==> config.mk <==
export PLATFORM = sky130hd
export DESIGN_NAME = switch_table_access_regs
export DESIGN_NICKNAME = d
export VERILOG_FILES = /design/src/hdl/switch_table_pkg.sv /design/src/hdl/vlan_cmd_if.sv /design/src/hdl/vlan_cmd_unit.sv /design/src/hdl/switch_table_access_regs.sv
export VERILOG_INCLUDE_DIRS = /design/src /design/src/hdl
export SDC_FILE = /design/constraint.sdc
export NUM_CORES = 1
export LEC_CHECK = 0
export BUFFER_PORTS_ARGS = -buffer_cell sky130_fd_sc_hd__buf_2
export CORE_UTILIZATION = 52
export DETAILED_ROUTE_END_ITERATION = 6
export PLACE_DENSITY = 0.81
export SLEW_MARGIN = 30
export SYNTH_ARGS = -nofsm -noshare
export SYNTH_HDL_FRONTEND = slang
export SYNTH_SLANG_ARGS = --single-unit
==> constraint.sdc <==
create_clock -name clk_i -period 8.7 [get_ports clk_i]
set_clock_uncertainty 0.1 [all_clocks]
set_input_delay 1.74 -clock clk_i [delete_from_list [all_inputs] [get_ports clk_i]]
set_output_delay 1.74 -clock clk_i [all_outputs]
set_load 0.05 [all_outputs]
==> src/hdl/switch_table_defines.svh <==
// Offsets, field positions and codes of the table access register page
`ifndef SWITCH_TABLE_DEFINES_SVH
`define SWITCH_TABLE_DEFINES_SVH
`define SRCH_CTRL_ADDR 8'h50
`define KEY0_BASE 8'h60
`define DATA0_BASE 8'h68
`define KEY1_BASE 8'h70
`define DATA1_BASE 8'h78
`define VCMD_ADDR 8'h80
`define VIDX_LO_ADDR 8'h81
`define VIDX_HI_ADDR 8'h82
`define KEY_LEN 8'h08
`define DATA_LEN 8'h04
`define DATA_LAST 8'h03
`define START_BIT 7
`define HIT_BIT 0
`define VALID_BIT 16
`define STATIC_BIT 15
`define AGE_BIT 14
`define TC_MSB 13
`define TC_LSB 11
`define MAP_CPU_BIT 8
`define MAP_PORT_MSB 5
`define UNI_PORT_MSB 3
`define VID_LSB 48
`define OP_MSB 1
`define RSV_MSB 6
`define RSV_LSB 2
`define VIDX_HI_MSB 3
`define OP_WRITE 2'h0
`define OP_READ 2'h1
`define OP_CLEAR 2'h2
`define OP_RSV 2'h3
`endif

==> src/hdl/switch_table_pkg.sv <==
// Types shared by the table access register logic
package switch_table_pkg;
  `include "switch_table_defines.svh"

  typedef struct packed {
    logic valid;
    logic is_static;
    logic age;
    logic [2:0] traffic_class;
    logic multicast;
    logic [8:0] port_field;
    logic [11:0] vlan_id;
    logic [47:0] mac;
  } found_entry_s;

  typedef enum logic [1:0] {V_IDLE, V_WAIT, V_FINISH} vlan_state_e;

  // Builds the 32-bit search result data word from a found entry
  function automatic logic [31:0] result_word(input found_entry_s e);
    logic [31:0] w;
    w = 32'h0;
    w[`VALID_BIT] = e.valid;
    w[`STATIC_BIT] = e.is_static;
    w[`AGE_BIT] = e.age;
    w[`TC_MSB:`TC_LSB] = e.traffic_class;
    if (e.multicast) begin
      w[`MAP_CPU_BIT] = e.port_field[`MAP_CPU_BIT];
      w[`MAP_PORT_MSB:0] = e.port_field[`MAP_PORT_MSB:0];
    end else begin
      w[`UNI_PORT_MSB:0] = e.port_field[`UNI_PORT_MSB:0];
    end
    return w;
  endfunction : result_word
endpackage : switch_table_pkg

==> src/hdl/vlan_cmd_if.sv <==
// Command handshake between register page and VLAN command unit
`timescale 1ns/1ps
interface vlan_cmd_if;
  logic start;
  logic [1:0] op;
  logic [11:0] index;
  logic done;
  modport ctrl (output start, output op, output index, input done);
  modport unit (input start, input op, input index, output done);
endinterface : vlan_cmd_if

==> src/hdl/vlan_cmd_unit.sv <==
// Sequencer that runs one VLAN table operation against the table port
`timescale 1ns/1ps
`include "switch_table_defines.svh"
module vlan_cmd_unit
  import switch_table_pkg::*;
(
  input wire logic clk_i,
  input wire logic reset_i,
  vlan_cmd_if.unit cmd,
  output logic vtbl_req_o,
  output logic [1:0] vtbl_op_o,
  output logic [11:0] vtbl_index_o,
  input wire logic vtbl_ack_i
);
  vlan_state_e state;
  vlan_state_e next_state;
  wire start_rsv = cmd.start && (cmd.op == `OP_RSV);

  always_comb begin
    case (state)
      V_IDLE: begin
        if (start_rsv) next_state = V_FINISH;
        else if (cmd.start) next_state = V_WAIT;
        else next_state = V_IDLE;
      end
      V_WAIT: next_state = vtbl_ack_i ? V_FINISH : V_WAIT;
      V_FINISH: next_state = V_IDLE;
      default: next_state = V_IDLE;
    endcase
  end

  always_ff @(posedge clk_i) begin
    if (reset_i) begin
      state <= V_IDLE;
      vtbl_op_o <= `OP_WRITE;
      vtbl_index_o <= 12'h000;
    end else begin
      state <= next_state;
      if (cmd.start && state == V_IDLE) begin
        vtbl_op_o <= cmd.op;
        vtbl_index_o <= cmd.index;
      end
    end
  end

  assign vtbl_req_o = (state == V_WAIT);
  assign cmd.done = (state == V_FINISH);
endmodule : vlan_cmd_unit

==> src/hdl/switch_table_access_regs.sv <==
// Register page for address table search results and VLAN table commands
// What this block does
// - Result data bit 16 shows valid flag of the found entry.
// - Result data bit 15 shows static flag of the found entry.
// - Result data bit 14 shows age flag of the found entry.
// - Result data bits 13:11 show the entry traffic class.
// - Reading a result data slot clears that slot.
// - Reading a result data slot lets the scan resume.
// - Multicast entries put the port map in bits 8:0.
// - Port map bit 8 selects the management processor port.
// - Port map bits 5:0 select switch ports 5 to 0.
// - Unicast entries put a port number in the low field instead.
// - Unicast port number in bits 3:0, bits 8:4 reserved.
// - Writing 1 to command bit 7 launches the VLAN operation.
// - Command bit 7 clears when the operation finishes.
// - Operation code 00 write, 01 read, 10 clear table, 11 reserved.
// - Read and write use the 12-bit entry index.
// - Search start bit begins a scan and clears when scan ends.
// - Search hit flag sets on a found entry, clears on result read.
// - Key slot holds VLAN id in 59:48 and MAC in 47:0.
`timescale 1ns/1ps
`include "switch_table_defines.svh"
module switch_table_access_regs
  import switch_table_pkg::*;
(
  input wire logic clk_i,
  input wire logic reset_i,
  input wire logic [7:0] reg_addr_i,
  input wire logic reg_wr_i,
  input wire logic [7:0] reg_wdata_i,
  input wire logic reg_rd_i,
  output logic [7:0] reg_rdata_o,
  output logic scan_run_o,
  output logic scan_resume_o,
  input wire logic scan_found_i,
  input wire logic scan_slot_i,
  input wire found_entry_s scan_entry_i,
  input wire logic scan_done_i,
  output logic vtbl_req_o,
  output logic [1:0] vtbl_op_o,
  output logic [11:0] vtbl_index_o,
  input wire logic vtbl_ack_i
);
  // Address window test and byte lane pick
  function automatic logic in_window(input logic [7:0] a, input logic [7:0] base,
                                     input logic [7:0] len);
    logic [7:0] off;
    off = a - base;
    return off < len;
  endfunction : in_window

  function automatic logic [7:0] lane_of(input logic [63:0] v, input logic [7:0] a,
                                         input logic [7:0] base);
    logic [7:0] off;
    off = a - base;
    return v[off[2:0]*8 +: 8];
  endfunction : lane_of

  vlan_cmd_if cmd_bus ();

  found_entry_s slot [2];
  logic search_run;
  logic search_hit;
  logic vcmd_busy;
  logic [4:0] vcmd_rsv;
  logic [1:0] vcmd_op;
  logic [11:0] vidx;

  // Write decode
  wire wr_sctl = reg_wr_i && (reg_addr_i == `SRCH_CTRL_ADDR);
  wire wr_vcmd = reg_wr_i && (reg_addr_i == `VCMD_ADDR) && !vcmd_busy;
  wire wr_vidx_lo = reg_wr_i && (reg_addr_i == `VIDX_LO_ADDR) && !vcmd_busy;
  wire wr_vidx_hi = reg_wr_i && (reg_addr_i == `VIDX_HI_ADDR) && !vcmd_busy;
  wire scan_launch = wr_sctl && reg_wdata_i[`START_BIT];
  wire vlan_launch = wr_vcmd && reg_wdata_i[`START_BIT];

  // A read of the last byte of a result data slot consumes it
  wire [1:0] rd_last;
  assign rd_last[0] = reg_rd_i && (reg_addr_i == `DATA0_BASE + `DATA_LAST);
  assign rd_last[1] = reg_rd_i && (reg_addr_i == `DATA1_BASE + `DATA_LAST);
  wire [1:0] fill;
  assign fill[0] = scan_found_i && !scan_slot_i;
  assign fill[1] = scan_found_i && scan_slot_i;

  // Search control and result slots
  always_ff @(posedge clk_i) begin
    if (reset_i) begin
      search_run <= 1'b0;
    end else if (scan_launch) begin
      search_run <= 1'b1;
    end else if (scan_done_i) begin
      search_run <= 1'b0;
    end
  end

  always_ff @(posedge clk_i) begin
    if (reset_i) begin
      search_hit <= 1'b0;
    end else if (scan_found_i) begin
      search_hit <= 1'b1;
    end else if (|rd_last) begin
      search_hit <= 1'b0;
    end
  end

  for (genvar i = 0; i < 2; i++) begin : g_slot
    always_ff @(posedge clk_i) begin
      if (reset_i) begin
        slot[i] <= '0;
      end else if (fill[i]) begin
        slot[i] <= scan_entry_i;
      end else if (rd_last[i]) begin
        slot[i] <= '0;
      end
    end
  end

  assign scan_run_o = search_run;
  assign scan_resume_o = search_run && (|rd_last);

  // VLAN command and index registers
  always_ff @(posedge clk_i) begin
    if (reset_i) begin
      vcmd_busy <= 1'b0;
      vcmd_rsv <= 5'h00;
      vcmd_op <= `OP_WRITE;
    end else begin
      if (wr_vcmd) begin
        vcmd_rsv <= reg_wdata_i[`RSV_MSB:`RSV_LSB];
        vcmd_op <= reg_wdata_i[`OP_MSB:0];
      end
      if (vlan_launch) begin
        vcmd_busy <= 1'b1;
      end else if (cmd_bus.done) begin
        vcmd_busy <= 1'b0;
      end
    end
  end

  always_ff @(posedge clk_i) begin
    if (reset_i) begin
      vidx <= 12'h000;
    end else if (wr_vidx_lo) begin
      vidx[7:0] <= reg_wdata_i;
    end else if (wr_vidx_hi) begin
      vidx[11:8] <= reg_wdata_i[`VIDX_HI_MSB:0];
    end
  end

  assign cmd_bus.start = vlan_launch;
  assign cmd_bus.op = reg_wdata_i[`OP_MSB:0];
  assign cmd_bus.index = vidx;

  vlan_cmd_unit u_vlan_cmd (
    .clk_i(clk_i),
    .reset_i(reset_i),
    .cmd(cmd_bus.unit),
    .vtbl_req_o(vtbl_req_o),
    .vtbl_op_o(vtbl_op_o),
    .vtbl_index_o(vtbl_index_o),
    .vtbl_ack_i(vtbl_ack_i)
  );

  // Read selection
  wire [31:0] data_word0 = result_word(slot[0]);
  wire [31:0] data_word1 = result_word(slot[1]);
  wire [63:0] key_word0 = {4'h0, slot[0].vlan_id, slot[0].mac};
  wire [63:0] key_word1 = {4'h0, slot[1].vlan_id, slot[1].mac};
  wire [7:0] sctl_byte = {search_run, 6'h00, search_hit};
  wire [7:0] vcmd_byte = {vcmd_busy, vcmd_rsv, vcmd_op};
  wire [7:0] vidx_hi_byte = {4'h0, vidx[11:8]};
  wire [7:0] rd_next =
    (reg_addr_i == `SRCH_CTRL_ADDR) ? sctl_byte :
    in_window(reg_addr_i, `KEY0_BASE, `KEY_LEN) ? lane_of(key_word0, reg_addr_i, `KEY0_BASE) :
    in_window(reg_addr_i, `DATA0_BASE, `DATA_LEN) ?
      lane_of({32'h0, data_word0}, reg_addr_i, `DATA0_BASE) :
    in_window(reg_addr_i, `KEY1_BASE, `KEY_LEN) ? lane_of(key_word1, reg_addr_i, `KEY1_BASE) :
    in_window(reg_addr_i, `DATA1_BASE, `DATA_LEN) ?
      lane_of({32'h0, data_word1}, reg_addr_i, `DATA1_BASE) :
    (reg_addr_i == `VCMD_ADDR) ? vcmd_byte :
    (reg_addr_i == `VIDX_LO_ADDR) ? vidx[7:0] :
    (reg_addr_i == `VIDX_HI_ADDR) ? vidx_hi_byte : 8'h00;

  always_ff @(posedge clk_i) begin
    if (reset_i) begin
      reg_rdata_o <= 8'h00;
    end else if (reg_rd_i) begin
      reg_rdata_o <= rd_next;
    end
  end
endmodule : switch_table_access_regs

Word level (Yosys, flattened, before mapping)
Memories as Yosys holds them, arrays and structs flattened.
Index checks and enable logic that the tools add are counted.
{"block": "word_totals", "mem_count": 1, "reg_bits": 46, "inputBits": 100, "out_inout_bits": 25, "ramBits": 152, "wordCells": 104}
{"block": "op_classes", "muxes": 42, "n_lt_le_gt_ge": 4, "eq_ne": 9, "bitwise_logic": 5, "n_shift": 4, "n_reduce_logical": 24, "n_addsub": 4}
{"memory": "slot", "words": 2, "width": 76, "rd": 2, "rd_ports_with_merged_regs": 0, "write_ports": 2, "line": "switch_table_access_regs.sv:61", "rtl": "found_entry_s slot [2];"}
{"cell": "$mux 76", "n": 4}
{"cell": "$shiftx 64x7->8", "n": 4}
{"cell": "$mux 8", "n": 7}
{"cell": "$sub 8x7->8 const B", "n": 4}
{"cell": "$mux 1", "n": 25}
{"cell": "$eq 8x7->1 const B", "n": 3}
{"cell": "$eq 8x8->1 const B", "n": 3}
{"cell": "$logic_and 1x1->1", "n": 16}
{"cell": "$lt 8x3->1 const B", "n": 2}
{"cell": "$lt 8x4->1 const B", "n": 2}
{"cell": "$mux 2", "n": 4}
{"cell": "$reduce_bool 2->1", "n": 3}
{"cell": "$eq 2x2->1 const B", "n": 2}
{"cell": "$mux 4", "n": 1}
{"cell": "$or 1x1->1", "n": 4}
{"cell": "$pmux 2 s2", "n": 1}
{"cell": "$eq 2x1->1 const B", "n": 1}
{"cell": "$logic_not 1->1", "n": 2}
{"cell": "$logic_not 2->1", "n": 1}
{"cell": "$reduce_and 2->1", "n": 1}
{"cell": "$reduce_or 2->1", "n": 1}
{"cell": "$not 1->1", "n": 1}

Longest topological paths before layout
{"block": "logic_depth", "ltp_word": 9, "depth_mapped": 8}

By module
Synthesis repeated with hierarchy kept, for this count alone.
{"block": "hier_totals", "cells_unflattened": 730, "hier_area_um2": 9132.5}
{"mod": "switch_table_access_regs", "cells_each": 656, "n_inst": 1, "area_each_um2": 8455.6, "seq_area_each_um2": 5044.8}
{"mod": "vlan_cmd_unit", "cells_each": 74, "n_inst": 1, "area_each_um2": 676.9, "seq_area_each_um2": 320.3}

Worst setup path after synthesis
OpenSTA, ideal clock, no wires.
{"block": "synth_timing", "path_kind": "input -> register", "startpoint": "input reg_addr_i[0]", "endpoint": "memory slot[0][0] in the netlist's numbering (enable)", "arrival_ns": 8.374, "slack_ns": -0.382, "setup_time_ns": 0.608, "n_path_buf": 3, "stages": 7, "path_cell_list": "clkbuf_1 > buf_2 > clkbuf_1 > nand3_1 > nor3_1 > nand2_1 > o21ai_0"}
{"item": "from (decl)", "line": "switch_table_access_regs.sv:28", "rtl": "input wire logic [7:0] reg_addr_i,"}
{"item": "to (decl)", "line": "switch_table_access_regs.sv:61"}

Worst setup path in the final report
{"block": "layout_timing", "startpoint": "input reg_addr_i[1]", "endpoint": "output scan_resume_o"}
{"block": "layout_via", "elab_chain_cells": 4}
{"item": "$eq 8x7->1 (no line)"}
{"item": "$logic_and 1x1->1 (on tied branches)", "line": "switch_table_access_regs.sv:79, switch_table_access_regs.sv:80"}
{"item": "$reduce_or 2->1 *", "line": "switch_table_access_regs.sv:119", "rtl": "assign scan_resume_o = search_run && (|rd_last);"}
{"item": "$logic_and 1x1->1 *", "line": "switch_table_access_regs.sv:119"}
{"item": "to (decl)", "line": "switch_table_access_regs.sv:34", "rtl": "output logic scan_resume_o,"}
Every way passes the cells marked *; elsewhere a longest branch is shown, timed or not.

==> flow_metrics.env <==
export IMPL_outcome="finished, final reports clean"
export IMPL_synth_edff_count=148
export IMPL_grt_max_degree=75
export IMPL_layout_drive_gt1_share=0.255
export IMPL_slowest_delay_ns=0.44
export IMPL_mostFrequentLayoutCells="153 x and2_1, 148 x edfxtp_1, 121 x buf_2"
export IMPL_start_util=0.538
export IMPL_fp_dieH_um=133
export IMPL_fill_cells=1299
export IMPL_rows=47
export IMPL_power_density_mw_per_mm2=194
export IMPL_synth_main_ff_cell="edfxtp_1"
export IMPL_holdPathStages=1
export IMPL_finalHoldViolations=0
export IMPL_cp_start_kind="input pin"
export IMPL_cts_buffers=17
export IMPL_post_cts_setup_buffers=0
export IMPL_rsz0062_at_grt="false"
export IMPL_layout_nets=909
export IMPL_slew_violations=0
export IMPL_grtUsageTotal=0.230
export IMPL_rrSetupSlack_ns=6.26
export IMPL_antennaDiodeCount=0
export IMPL_setup_tns_ns=0
export IMPL_rr_endpoint="u_vlan_cmd.state[0]$_SDFF_PP0_"
export IMPL_r2r_cells=5
export IMPL_cts_max_level=4
export IMPL_finalNonFillerCells=1039
export IMPL_clkPwrFrac=0.380
export IMPL_hp_class="reg -> reg"
export IMPL_die_area_mm2=0.0178
export IMPL_port_buffers=122
export IMPL_final_min_clock_period_ns=5.09
export IMPL_p_sw_frac=0.236
export IMPL_synthesis_nets=807
export IMPL_vias=5921
export IMPL_grt_pass1_wl_um=31000
export IMPL_clock_sinks=194
export IMPL_cts_buffer_depth=2
export IMPL_min_from="reg_rdata_o[3]$_SDFFE_PP0P_"
export IMPL_dp_cells=1007
export IMPL_drt_wirelength_per_cell_um=19.0
export IMPL_synthDistinctLibCells=56
export IMPL_cp_max_fo=39
export IMPL_async_reset_ff_frac=0
export IMPL_wirelength_um=19700
export IMPL_crit_buf_inv=3
export IMPL_r2r_start="vcmd_busy$_SDFFE_PP0P_"
export IMPL_clk_latency_ns=0.43
export IMPL_io_pins=125
export IMPL_drt_iter0_markers=607
export IMPL_cts_tree="yes"
export IMPL_syn_avg_cell_area_um2=12.8
export IMPL_path_delay_family="buffers and inverters"
export IMPL_syn_cell_area_mm2=0.00898
export IMPL_ant_nets=0
export IMPL_dp_hpwl_um=13000
export IMPL_ir_drop_mv=0.140
export IMPL_antenna_found_initial=0
export IMPL_grt_pass1_vias=5822
export IMPL_pwr_share_comb=0.083
export IMPL_seqPwrFrac=0.537
export IMPL_gp_congestion=0.905
export IMPL_postLayoutCoreUtil=0.619
export IMPL_cts_resized=0
export IMPL_via_per_inst=5.70
export IMPL_cp_end_kind="output pin"
export IMPL_required_ns=6.86
export IMPL_synth_seq_cells=194
export IMPL_cpMostUsedCell="buf_2"
export IMPL_gr_total_overflow=0
export IMPL_cts_root_buf="clkbuf_16"
export IMPL_core_area_mm2=0.0167
export IMPL_p_int_uw=1530
export IMPL_yosysSeqAreaShare=0.598
export IMPL_maxCapViolations=0
export IMPL_path_cells="buf_2 > buf_4 > nand3_1 > nor3_1 > nand2_1 > nor2_1 > buf_2"
export IMPL_cp_slowest_cell="buf_4"
export IMPL_critPathKind="in -> out"
export IMPL_first_pass_iters=7
export IMPL_switching_power_uw=473
export IMPL_postCtsHoldBufs=0
export IMPL_area_delta_synth_final_pct=15.1
export IMPL_die_width_um=133
export IMPL_worstMarginPinSlew_ns=0.865
export IMPL_drcViolationCount=0
export IMPL_synth_cells=704
export IMPL_critPathArrivalTime_ns=3.25
export IMPL_holdWs_ns=0.392
export IMPL_setup_viol=0
export IMPL_holdPathEnd="reg_rdata_o[3]$_SDFFE_PP0P_"
export IMPL_p_leak_uw=0.00411
export IMPL_ys_warn_count=0
export IMPL_fin_crit_sh=0.585
export IMPL_timing_fmax_ghz=0.196
export IMPL_final_common_cell="and2_1"
export IMPL_maxSlewHeadroom=0.422
export IMPL_path_clk_slew_ns=0.07
## synth_stat cells, drive strengths merged, types with 2 or more instances
| cell | n | area, um2 |
|---|---|---|
| a2111oi | 2 | 17.5 |
| a211oi | 11 | 82.6 |
| a21oi | 14 | 70.1 |
| a221o | 3 | 30.0 |
| a22oi | 6 | 45.0 |
| a311oi | 5 | 43.8 |
| a31o | 3 | 26.3 |
| a32o | 6 | 60.1 |
| and2 | 153 | 957 |
| and3 | 4 | 25.0 |
| buf | 11 | 68.8 |
| clkbuf | 34 | 128 |
| dfxtp | 46 | 921 |
| edfxtp | 148 | 4440 |
| ha | 3 | 37.5 |
| inv | 12 | 45.0 |
| mux2 | 16 | 180 |
| mux2i | 41 | 410 |
| mux4 | 21 | 473 |
| nand2 | 24 | 90.1 |
| nand2b | 7 | 43.8 |
| nand3 | 18 | 90.1 |
| nand4 | 6 | 37.5 |
| nand4b | 4 | 35.0 |
| nor2 | 50 | 188 |
| nor2b | 8 | 50.1 |
| nor3 | 6 | 30.0 |
| nor3b | 4 | 30.0 |
| o211ai | 4 | 30.0 |
| o21ai | 5 | 25.0 |
| o2bb2ai | 5 | 43.8 |
| or3 | 2 | 12.5 |
| or4 | 2 | 15.0 |
## state kept, by name, summed over array words and instances, names as in the netlist
register	count
scan_run_o	1
slot	148
cmd_bus.index	12
search_hit	1
u_vlan_cmd.vtbl_index_o	12
u_vlan_cmd.vtbl_op_o	2
reg_rdata_o	8
vcmd_busy	1
u_vlan_cmd.state	2
vcmd_rsv	5
vcmd_op	2
## power groups by stage
stage          Combinational [uW]  Sequential, uW  Clock (uW)
5_1_grt                       180            1080         802
4_1_cts                       167            1080         768
6_report                      167            1070         761
2_1_floorplan                99.5            1090           0
3_3_place_gp                  163            1090           0
3_5_place_dp                  166            1100           0
## per-stage QoR
stage                     power (uW)  cell area (um2)  setup slack (ns)
final                           2000            10300              3.61
after global routing            2060            10300              3.46
after CTS                       2010            10300              3.60
after detailed placement        1260             9750              3.62
after global placement          1250             9740              3.60
after floorplan                 1190             8980              1.62
## cell type report
cell class / count / area, um2 / share of cell area
inverters: 12 / 45.0 / 0.00436
flip-flops and latches: 194 / 5370 / 0.519
well taps: 220 / 275 / 0.0266
repair buffers: 128 / 662 / 0.0640
clock buffers: 18 / 429 / 0.0415
clock inverters: 14 / 145 / 0.0140
multi-input cells: 453 / 3420 / 0.330
## logic make-up after synthesis
group / after synthesis / share of synthesized area
xor+xnor: 1 / 0.000976
flops: 194 / 0.598
compound gates: 76 / 0.0659
mux: 78 / 0.118
fa+ha+maj: 3 / 0.00418
buf+inv: 57 / 0.0269
simple gates: 295 / 0.186
## how the worst max path moves through the flow
stage	from	to	slack, ns	depth (start not counted)
floorplan	reg_addr_i[0]	slot[0][0]$_SDFFCE_PP0P_	1.62	7
global placement	reg_addr_i[1]	scan_resume_o	3.60	7
detailed placement	reg_addr_i[1]	scan_resume_o	3.62	7
CTS	reg_addr_i[1]	scan_resume_o	3.60	7
global route	reg_addr_i[1]	scan_resume_o	3.46	7
finish	reg_addr_i[1]	scan_resume_o	3.61	7
## worst register-to-register path: cells and delay by family (launching register included)
family / cells / cell delay (ns)
flip-flops: 1 / 0.34
AO/OA/AOI/OAI: 1 / 0.20
AND/OR/NAND/NOR: 4 / 1.72
## per-layer routing
| layer | part of all wire | up-vias | wire [um] | GRT usage |
|---|---|---|---|---|
| met2 | 0.48 | 261 | 9390 | 0.360 |
| met4 | 0.027 | 0 | 524 | 0.0934 |
| met5 | 0 | - | 0 | 0 |
| li1 | - | 2783 | - | - |
| met1 | 0.42 | 2846 | 8290 | 0.315 |
| met3 | 0.077 | 31 | 1510 | 0.0487 |
Note: power is estimated with default switching activity, not from simulation.
